<file path="src/port_pkg.sv">
// Operation
// port 6 latch writes land first in a holding buffer
// with the select bit clear, the buffered bit moves into the latch
// with the select bit set, the value waits in the buffer until it clears
// reading the port 6 latch returns the latch itself, not the buffer
// the clock output pin never behaves as open drain
// the clock output keeps running while the chip is held in reset
// register bits of unbonded pins still store writes and read back
// after reset the ready pin is low-speed io; the core then sees low
// software should set unbonded pins as push-pull outputs with fixed latch
// software should treat unbonded latch bits as reserved, no branching
// weak pull-ups stay on until the port's select register is first written
// buffer-to-latch transfer completes one clock after write or clear
package port_pkg;
   localparam logic [11:0] port2_latch_addr = 12'h000;
   localparam logic [11:0] port2_select_addr = 12'h004;
   localparam logic [11:0] port2_open_drain_addr = 12'h008;
   localparam logic [11:0] port2_pin_addr = 12'h00C;
   localparam logic [11:0] port6_latch_addr = 12'h010;
   localparam logic [11:0] port6_select_addr = 12'h014;
   localparam logic [11:0] port6_open_drain_addr = 12'h018;
   localparam logic [11:0] port6_pin_addr = 12'h01C;
   localparam logic [11:0] ready_select_addr = 12'h020;
   localparam logic [11:0] status_addr = 12'h024;
   localparam int port_width = 8;
   localparam int core_clock_output_pin_bit = 7;
   localparam logic [7:0] latch_reset = 8'hFF;
   localparam logic [7:0] select_reset = 8'h00;
   localparam logic [7:0] open_drain_reset = 8'h00;
   localparam int status_pullup2_bit = 0;
   localparam int status_pullup6_bit = 1;
   localparam int status_pending_pos = 8;
endpackage

</file>
<file path="src/port_sync.sv">
`timescale 1ns/1ps
`default_nettype none
// three-stage synchroniser; a change is taken once stages two and three agree
module port_sync (
   input wire logic ref_clk, // core clock
   input wire logic nrst, // async reset, active low
   input wire logic [7:0] pin_in, // raw pin levels
   output logic [7:0] pin_sync // filtered levels
);
   logic [7:0] s1;
   logic [7:0] s2;
   logic [7:0] s3;
   logic [7:0] next_sync;

   // accept only where the two later stages agree
   always_comb begin
      for (int i = 0; i < 8; i++) begin
         next_sync[i] = (s2[i] == s3[i]) ? s3[i] : pin_sync[i];
      end
   end

   // stage one is read only by stage two
   always_ff @(posedge ref_clk or negedge nrst) begin
      if (!nrst) begin
         s1 <= 8'h00;
         s2 <= 8'h00;
         s3 <= 8'h00;
         pin_sync <= 8'h00;
      end else begin
         s1 <= pin_in;
         s2 <= s1;
         s3 <= s2;
         pin_sync <= next_sync;
      end
   end
endmodule
`default_nettype wire

</file>
<file path="src/port_block.sv">
// Local design decisions: the address map and register access over APB.
`timescale 1ns/1ps
`default_nettype none
module port_block (
   input wire logic ref_clk, // core clock, 100 MHz
   input wire logic nrst, // async reset, active low
   input wire logic psel, // apb select
   input wire logic penable, // apb enable
   input wire logic pwrite, // apb direction
   input wire logic [11:0] paddr, // apb byte address
   input wire logic [31:0] pwdata, // apb write data
   output logic [31:0] prdata, // apb read data
   output logic pready, // apb ready
   output logic pslverr, // apb error
   input wire logic [7:0] port2_in, // port 2 pin levels
   output logic [7:0] port2_out, // port 2 pin drive value
   output logic [7:0] port2_oe, // port 2 pin drive enable
   output logic [7:0] port2_pullup, // port 2 weak pull-up enable
   input wire logic [7:0] port6_in, // port 6 pin levels
   output logic [7:0] port6_out, // port 6 pin drive value
   output logic [7:0] port6_oe, // port 6 pin drive enable
   output logic [7:0] port6_pullup, // port 6 weak pull-up enable
   input wire logic [7:0] port6_func_out, // port 6 special-function values
   input wire logic core_clk_div, // core clock output source
   input wire logic ready_pin_in, // bus ready pin
   output logic bus_ready_int // ready seen by the bus logic
);
   typedef enum logic [1:0] {
      idle_st = 2'b01,
      access_st = 2'b10
   } bus_st_t;

   bus_st_t st, next_st;
   logic [7:0] p2_latch, next_p2_latch;
   logic [7:0] p2_sel, next_p2_sel;
   logic [7:0] p2_od, next_p2_od;
   logic [7:0] p6_latch, next_p6_latch;
   logic [7:0] p6_buf, next_p6_buf;
   logic [7:0] p6_pend, next_p6_pend;
   logic [7:0] p6_sel, next_p6_sel;
   logic [7:0] p6_od, next_p6_od;
   logic ready_sel, next_ready_sel;
   logic pull2, next_pull2;
   logic pull6, next_pull6;
   logic [31:0] next_prdata;
   logic [7:0] p2_sync;
   logic [7:0] p6_sync;
   logic [7:0] rdy_sync;
   logic wr_en;
   logic rd_en;
   logic [7:0] drain_now;
   logic [7:0] held_now;

   // open-drain drive: only a low is driven
   function automatic logic [7:0] drive_en(input logic [7:0] od, input logic [7:0] val);
      drive_en = ~od | ~val;
   endfunction

   port_sync u_sync2 (
      .ref_clk(ref_clk),
      .nrst(nrst),
      .pin_in(port2_in),
      .pin_sync(p2_sync)
   );
   port_sync u_sync6 (
      .ref_clk(ref_clk),
      .nrst(nrst),
      .pin_in(port6_in),
      .pin_sync(p6_sync)
   );
   port_sync u_sync_rdy (
      .ref_clk(ref_clk),
      .nrst(nrst),
      .pin_in({7'h00, ready_pin_in}),
      .pin_sync(rdy_sync)
   );

   // no wait states: setup, then a single access cycle with pready high
   assign pready = (st == access_st);
   assign pslverr = 1'b0;
   assign wr_en = psel && penable && pready && pwrite;
   assign rd_en = psel && !penable && !pwrite;
   // pending bits split by their select: free ones drain, selected ones wait
   assign drain_now = p6_pend & ~p6_sel;
   assign held_now = p6_pend & p6_sel;

   always_comb begin
      case (st)
         idle_st: next_st = (psel && !penable) ? access_st : idle_st;
         access_st: next_st = idle_st;
         default: next_st = idle_st;
      endcase
   end

   // register writes; every bit stores, bonded or not
   always_comb begin
      next_p2_latch = p2_latch;
      next_p2_sel = p2_sel;
      next_p2_od = p2_od;
      next_p6_sel = p6_sel;
      next_p6_od = p6_od;
      next_ready_sel = ready_sel;
      next_pull2 = pull2;
      next_pull6 = pull6;
      next_p6_buf = p6_buf;
      // drained bits drop out; a new write below marks all again and wins
      next_p6_pend = held_now;
      if (wr_en) begin
         case (paddr)
            port_pkg::port2_latch_addr: next_p2_latch = pwdata[7:0];
            port_pkg::port2_select_addr: begin
               next_p2_sel = pwdata[7:0];
               next_pull2 = 1'b0;
            end
            port_pkg::port2_open_drain_addr: next_p2_od = pwdata[7:0];
            port_pkg::port6_latch_addr: begin
               next_p6_buf = pwdata[7:0];
               next_p6_pend = 8'hFF;
            end
            port_pkg::port6_select_addr: begin
               next_p6_sel = pwdata[7:0];
               next_pull6 = 1'b0;
            end
            port_pkg::port6_open_drain_addr: next_p6_od = pwdata[7:0];
            port_pkg::ready_select_addr: next_ready_sel = pwdata[0];
            default: next_ready_sel = ready_sel;
         endcase
      end
   end

   // drain pending bits whose select is clear; held bits wait in the buffer
   always_comb begin
      next_p6_latch = p6_latch;
      for (int i = 0; i < 8; i++) begin
         if (drain_now[i]) begin
            next_p6_latch[i] = p6_buf[i];
         end
      end
   end

   // read mux, captured in setup so prdata is a register at the access cycle
   always_comb begin
      next_prdata = prdata;
      if (rd_en) begin
         case (paddr)
            port_pkg::port2_latch_addr: next_prdata = {24'h00_0000, p2_latch};
            port_pkg::port2_select_addr: next_prdata = {24'h00_0000, p2_sel};
            port_pkg::port2_open_drain_addr: next_prdata = {24'h00_0000, p2_od};
            port_pkg::port2_pin_addr: next_prdata = {24'h00_0000, p2_sync};
            port_pkg::port6_latch_addr: next_prdata = {24'h00_0000, p6_latch};
            port_pkg::port6_select_addr: next_prdata = {24'h00_0000, p6_sel};
            port_pkg::port6_open_drain_addr: next_prdata = {24'h00_0000, p6_od};
            port_pkg::port6_pin_addr: next_prdata = {24'h00_0000, p6_sync};
            port_pkg::ready_select_addr: next_prdata = {31'h0000_0000, ready_sel};
            port_pkg::status_addr: begin
               next_prdata = 32'h0000_0000;
               next_prdata[port_pkg::status_pullup2_bit] = pull2;
               next_prdata[port_pkg::status_pullup6_bit] = pull6;
               next_prdata[port_pkg::status_pending_pos +: 8] = p6_pend;
            end
            default: next_prdata = 32'h0000_0000;
         endcase
      end
   end

   always_ff @(posedge ref_clk or negedge nrst) begin
      if (!nrst) begin
         st <= idle_st;
         p2_latch <= port_pkg::latch_reset;
         p2_sel <= port_pkg::select_reset;
         p2_od <= port_pkg::open_drain_reset;
         p6_latch <= port_pkg::latch_reset;
         p6_buf <= port_pkg::latch_reset;
         p6_pend <= 8'h00;
         p6_sel <= port_pkg::select_reset;
         p6_od <= port_pkg::open_drain_reset;
         ready_sel <= 1'b0;
         pull2 <= 1'b1;
         pull6 <= 1'b1;
         prdata <= 32'h0000_0000;
      end else begin
         st <= next_st;
         p2_latch <= next_p2_latch;
         p2_sel <= next_p2_sel;
         p2_od <= next_p2_od;
         p6_latch <= next_p6_latch;
         p6_buf <= next_p6_buf;
         p6_pend <= next_p6_pend;
         p6_sel <= next_p6_sel;
         p6_od <= next_p6_od;
         ready_sel <= next_ready_sel;
         pull2 <= next_pull2;
         pull6 <= next_pull6;
         prdata <= next_prdata;
      end
   end

   // pin drive: clock output bypasses reset and open drain
   always_comb begin
      port2_out = p2_latch;
      port2_oe = drive_en(p2_od, p2_latch) & ~p2_sel;
      port2_out[port_pkg::core_clock_output_pin_bit] = core_clk_div;
      port2_oe[port_pkg::core_clock_output_pin_bit] = 1'b1;
      port6_out = (p6_sel & port6_func_out) | (~p6_sel & p6_latch);
      port6_oe = drive_en(p6_od, port6_out);
      port2_pullup = {8{pull2}};
      port6_pullup = {8{pull6}};
   end

   // low-speed io ready pin feeds a constant low inward
   assign bus_ready_int = ready_sel ? rdy_sync[0] : 1'b0;

   property p_latch_hidden;
      @(posedge ref_clk) disable iff (!nrst)
      (wr_en && paddr == port_pkg::port6_latch_addr) |=> (p6_latch == $past(p6_latch));
   endproperty
   a_latch_hidden: assert property (p_latch_hidden) else $error("latch changed on write");

   property p_transfer;
      @(posedge ref_clk) disable iff (!nrst)
      (p6_pend[0] && !p6_sel[0]) |=> (p6_latch[0] == $past(p6_buf[0]) && !p6_pend[0]);
   endproperty
   a_transfer: assert property (p_transfer) else $error("transfer missed");

   property p_hold;
      @(posedge ref_clk) disable iff (!nrst)
      (p6_pend[1] && p6_sel[1] && !wr_en) |=> (p6_latch[1] == $past(p6_latch[1]) && p6_pend[1]);
   endproperty
   a_hold: assert property (p_hold) else $error("held bit leaked");

   property p_read_latch;
      @(posedge ref_clk) disable iff (!nrst)
      (rd_en && paddr == port_pkg::port6_latch_addr) |=> (prdata[7:0] == $past(p6_latch));
   endproperty
   a_read_latch: assert property (p_read_latch) else $error("read not latch");

   property p_no_od;
      @(posedge ref_clk) disable iff (!nrst)
      p2_od[port_pkg::core_clock_output_pin_bit] |-> port2_oe[port_pkg::core_clock_output_pin_bit];
   endproperty
   a_no_od: assert property (p_no_od) else $error("clock pin open drain");

   property p_clk_follow;
      @(posedge ref_clk) port2_out[port_pkg::core_clock_output_pin_bit] == core_clk_div;
   endproperty
   a_clk_follow: assert property (p_clk_follow) else $error("clock output lost");

   property p_store;
      @(posedge ref_clk) disable iff (!nrst)
      (wr_en && paddr == port_pkg::port2_latch_addr) |=> (p2_latch == $past(pwdata[7:0]));
   endproperty
   a_store: assert property (p_store) else $error("write not stored");

   property p_ready_low;
      @(posedge ref_clk) disable iff (!nrst)
      !ready_sel |-> !bus_ready_int;
   endproperty
   a_ready_low: assert property (p_ready_low) else $error("ready not low");

   property p_pullup;
      @(posedge ref_clk) disable iff (!nrst)
      (wr_en && paddr == port_pkg::port6_select_addr) |=> !pull6 ##1 !pull6;
   endproperty
   a_pullup: assert property (p_pullup) else $error("pull-up stayed on");

   property p_pend_set;
      @(posedge ref_clk) disable iff (!nrst)
      (wr_en && paddr == port_pkg::port6_latch_addr)
         |=> (p6_pend == 8'hFF && p6_buf == $past(pwdata[7:0]));
   endproperty
   a_pend_set: assert property (p_pend_set) else $error("write not buffered");

   property p_latch_quiet;
      @(posedge ref_clk) disable iff (!nrst)
      1'b1 |=> (((p6_latch ^ $past(p6_latch)) & ~$past(drain_now)) == 8'h00);
   endproperty
   a_latch_quiet: assert property (p_latch_quiet) else $error("latch moved outside transfer");

   property p_transfer_all;
      @(posedge ref_clk) disable iff (!nrst)
      (|drain_now) |=> (((p6_latch ^ $past(p6_buf)) & $past(drain_now)) == 8'h00);
   endproperty
   a_transfer_all: assert property (p_transfer_all) else $error("free bit not moved");

   property p_hold_all;
      @(posedge ref_clk) disable iff (!nrst)
      (|held_now) |=> ((~p6_pend & $past(held_now)) == 8'h00);
   endproperty
   a_hold_all: assert property (p_hold_all) else $error("held bit dropped");

   property p_pull6_keep;
      @(posedge ref_clk) disable iff (!nrst)
      (pull6 && !(wr_en && paddr == port_pkg::port6_select_addr)) |=> pull6;
   endproperty
   a_pull6_keep: assert property (p_pull6_keep) else $error("pull-up dropped early");

   property p_clk_drive;
      @(posedge ref_clk) port2_oe[port_pkg::core_clock_output_pin_bit];
   endproperty
   a_clk_drive: assert property (p_clk_drive) else $error("clock pin not driven");

   property p_store_od;
      @(posedge ref_clk) disable iff (!nrst)
      (wr_en && paddr == port_pkg::port6_open_drain_addr) |=> (p6_od == $past(pwdata[7:0]));
   endproperty
   a_store_od: assert property (p_store_od) else $error("open-drain not stored");

   c_held: cover property (@(posedge ref_clk) p6_pend[0] && p6_sel[0] ##1 !p6_sel[0]);
   c_write6: cover property (@(posedge ref_clk) wr_en && paddr == port_pkg::port6_latch_addr);
   c_read6: cover property (@(posedge ref_clk) rd_en && paddr == port_pkg::port6_latch_addr);
   c_ready: cover property (@(posedge ref_clk) ready_sel && bus_ready_int);
endmodule
`default_nettype wire

</file>
<file path="config.mk">
export PLATFORM = sky130hd
export DESIGN_NAME = port_block
export DESIGN_NICKNAME = d
export VERILOG_FILES = /design/src/port_pkg.sv /design/src/port_sync.sv /design/src/port_block.sv
export SDC_FILE = /design/constraint.sdc
export NUM_CORES = 1
export LEC_CHECK = 0
export BUFFER_PORTS_ARGS = -buffer_cell sky130_fd_sc_hd__buf_2
export CAP_MARGIN = 20
export CORE_ASPECT_RATIO = 0.6
export CORE_MARGIN = 2
export CORE_UTILIZATION = 53
export CTS_CLUSTER_SIZE = 30
export DETAILED_ROUTE_END_ITERATION = 6
export GPL_TIMING_DRIVEN = 0
export PLACE_DENSITY = 0.79
export SLEW_MARGIN = 20
export SYNTH_ARGS = -nofsm -noshare
export SYNTH_HDL_FRONTEND = slang
export SYNTH_SLANG_ARGS = --single-unit
</file>
<file path="constraint.sdc">
create_clock -name ref_clk -period 2.46 [get_ports ref_clk]
set_input_delay 0.369 -clock ref_clk [delete_from_list [all_inputs] [get_ports ref_clk]]
set_output_delay 0.369 -clock ref_clk [all_outputs]
set_load 0.01 [all_outputs]
</file>
==> results.py <==
metrics = {
    "run_status": {
        "outcome": "finished, final reports clean",
    },
    "clocking": {
        "clock_sink_count": 153,
        "cts_tree": "yes",
        "cts_setup_buffers": 0,
        "cts_max_level": 4,
        "clk_transition_reported_paths_ns": 0.06,
        "cts-root-buf": "clkbuf_16",
        "insertion_delay_ns": 0.43,
        "clockBufferDepth": 2,
        "cts-buffers-inserted": 17,
    },
    "timing": {
        "fmax_ghz": 0.422,
        "min_period_ns": 2.37,
        "setup_viol": 0,
        "period_share_pct": 96.2,
        "fin_hold_ws_ns": 0.0483,
        "slew_violations": 0,
        "slew_headroom_pct": 32.5,
        "skew_ns": 0.00938,
        "worst_pin_slew_ns": 1.00,
        "hold_viol": 0,
        "rsz0062_at_grt": "no",
    },
    "die": {
        "core-area_sq_um": 12000,
        "start_util_pct": 53.9,
        "die_area_sq_um": 13100,
        "die_y_microns": 89.5,
        "io_pins": 158,
        "die_w_microns": 147,
        "fp-row-count": 31,
    },
    "global_routing": {
        "grt_use_met1_pct": 35.5,
        "use_met2_pct": 35.8,
        "use_met3_pct": 6.12,
        "grt_pass1_vias": 4258,
        "grt_remaining_overflow": 0,
        "top_usage_layer": "met2",
        "grt_use_total_pct": 24.2,
        "antenna_found_initial": 0,
        "grt_pass1_wl_microns": 23300,
        "grt_max_degree": 90,
    },
    "yosys": {
        "synth_area_leader_cell": "dfrtp_1",
        "syn_area_per_cell_sq_um": 14.1,
        "synth_async_sr_flop_share_pct": 100,
        "yosysWarnings": 0,
        "synth_seq_cells": 153,
        "synth_top_cells_by_area": "dfrtp_1, mux2_2, dfstp_2",
        "yosysSeqAreaShare_pct": 59.8,
        "ys.flop_type": "dfrtp_1",
        "synth-edff-count": 0,
        "netlist.area_leader.share_pct": 48.8,
        "netlist-cell-type-count": 54,
        "syn_inst": 459,
        "netlist_area_sq_um": 6460,
    },
    "route": {
        "wl_per_cell_microns": 18.9,
        "first_iter_violations": 339,
        "drt-total-wl_microns": 15000,
        "via_per_inst": 5.46,
        "vias": 4314,
        "drc": 0,
        "drt_pass1_iterations": 5,
        "final_antenna_net_count": 0,
    },
    "cells_and_area": {
        "n_fill_cell": 914,
        "final_common_cell": "dfrtp_1",
        "nets": 686,
        "fin_area_sq_um": 7930,
        "regMostFlops": "prdata",
        "regArea_sq_um": 3860,
        "drive_above_1_share_pct": 51.8,
        "most-common-layout-cells": "dfrtp_1, buf_2, mux2_2",
        "multi_input_area_sq_um": 2260,
        "largest_reg_flops": 16,
        "synthToLayoutAreaGrowth_pct": 22.7,
    },
    "critical_path": {
        "critical_path_class": "in2reg",
        "cp-end-kind": "register",
        "arrival_ns": 2.67,
        "path_max_fanout": 9,
        "slowest_stage": "nor4_2",
        "crit_buf_inv": 1,
        "worstSetupStartpointType": "input pin",
        "required_ns": 2.77,
        "crit_chain": "buf_2 -> nor4_2 -> nand2_2 -> nor3_4 -> mux2_2",
        "slowest_delay_ns": 0.87,
        "critPathTopFamily": "simple AND/OR/NAND/NOR gates",
    },
    "place": {
        "gp_congestion": 0.849,
        "io_buffers": 114,
        "place_area_sq_um": 7350,
        "post-dp-hpwl_microns": 10800,
    },
    "pwr": {
        "intPower_w": 0.00415,
        "p_sw_share_pct": 23.1,
        "comb_power_share_pct": 4.9,
        "powerDensity_nw_per_um2": 680,
        "power_frac_seq_pct": 48.7,
        "clkPwrFrac_pct": 46.3,
        "leakagePower_nw": 3.91,
        "ir_worst_vdd_v": 0.000482,
        "p_switching_w": 0.00125,
        "finalPower_w": 0.00539,
    },
    "run": {
        "drv_cap": 0,
    },
    "hold_path": {
        "min_path_type": "in2reg",
    },
}
-- routing by layer --
| metal | routed length, microns | part of all wire (%) |
|---|---|---|
| met5 | 0 | 0 |
| met4 | 191 | 1.3 |
| met3 | 1230 | 8.2 |
| met2 | 6480 | 43 |
| met1 | 7050 | 47 |
-- logic make-up (layout without fill, tap and decap cells) --
kind of cell	after synthesis	after routing	synth area share, %
other	2	19	0.116
adders and majority gates	17	17	2.63
DFF	153	153	59.8
buffers and inverters	57	206	6.31
muxes	86	86	15.4
AOI/OAI and AO/OA	55	55	6.18
and+or+nand+nor	89	89	9.58
-- worst paths after layout --
path                                     from             to  slack (ns)  cells after the start
worst max register to register          st[1]      p6_buf[5]        0.22                      7
worst min-delay path              port6_in[5]  u_sync6.s1[5]        0.05                      1
worst min register to register  u_sync2.s1[5]  u_sync2.s2[5]        0.34                      0
max in group asynchronous                nrst    p6_latch[7]        1.18                      3
worst max-delay path                 paddr[4]      p2_sel[5]        0.09                      5
min in group asynchronous                nrst     prdata[14]        0.46                      2
-- repair_timing --
action                                 CTS  global route
endpoints found under the hold margin   56             0
hold buffers                             1             0
resized for setup                        0             0
-- power by group through the flow --
stage | clock network, W | registers, W | logic (W)
6_report | 0.00250 | 0.00263 | 0.000266
5_1_grt | 0.00265 | 0.00263 | 0.000294
2_1_floorplan | 0 | 0.00266 | 0.000120
3_3_place_gp | 0 | 0.00267 | 0.000248
3_5_place_dp | 0 | 0.00267 | 0.000265
4_1_cts | 0.00254 | 0.00263 | 0.000267
-- layout make-up --
| cell class | count | area share [%] |
|---|---|---|
| multi-input combinational | 265 | 28.5 |
| tap | 165 | 2.60 |
| antenna | 1 | 0.0316 |
| inverter | 1 | 0.0473 |
| timing repair buffer | 117 | 7.86 |
| buffer | 56 | 5.10 |
| clock inverter | 13 | 1.47 |
| sequential | 153 | 48.7 |
| clock buffer | 19 | 5.71 |
-- cells in the mapped netlist, types with 4 or more instances --
library cell    n
dfrtp_1       126
mux2_2         70
buf_4          43
dfstp_2        27
nand2_1        21
maj3_1         17
a21oi_1        12
mux2i_1        11
nor2b_1        11
nor2_1         10
a21o_2          8
a22o_1          8
a22oi_1         7
nand3_1         6
o21ai_0         6
clkbuf_1        5
nand4_1         5
buf_2           4
nor3_4          4
-- metrics by stage --
stage,worst slack [ns],TNS [ns],util (%),cells
finish,0.0929,0,66.2,790
global placement,-0.959,-129.61,60.9,754
global route,0.0464,0,66.1,789
detailed placement,-0.346,-7.11,61.3,756
CTS,0.0994,0,66.1,789
floorplan,0.390,0,-,475
No activity file was read; power rests on OpenSTA's default activity.
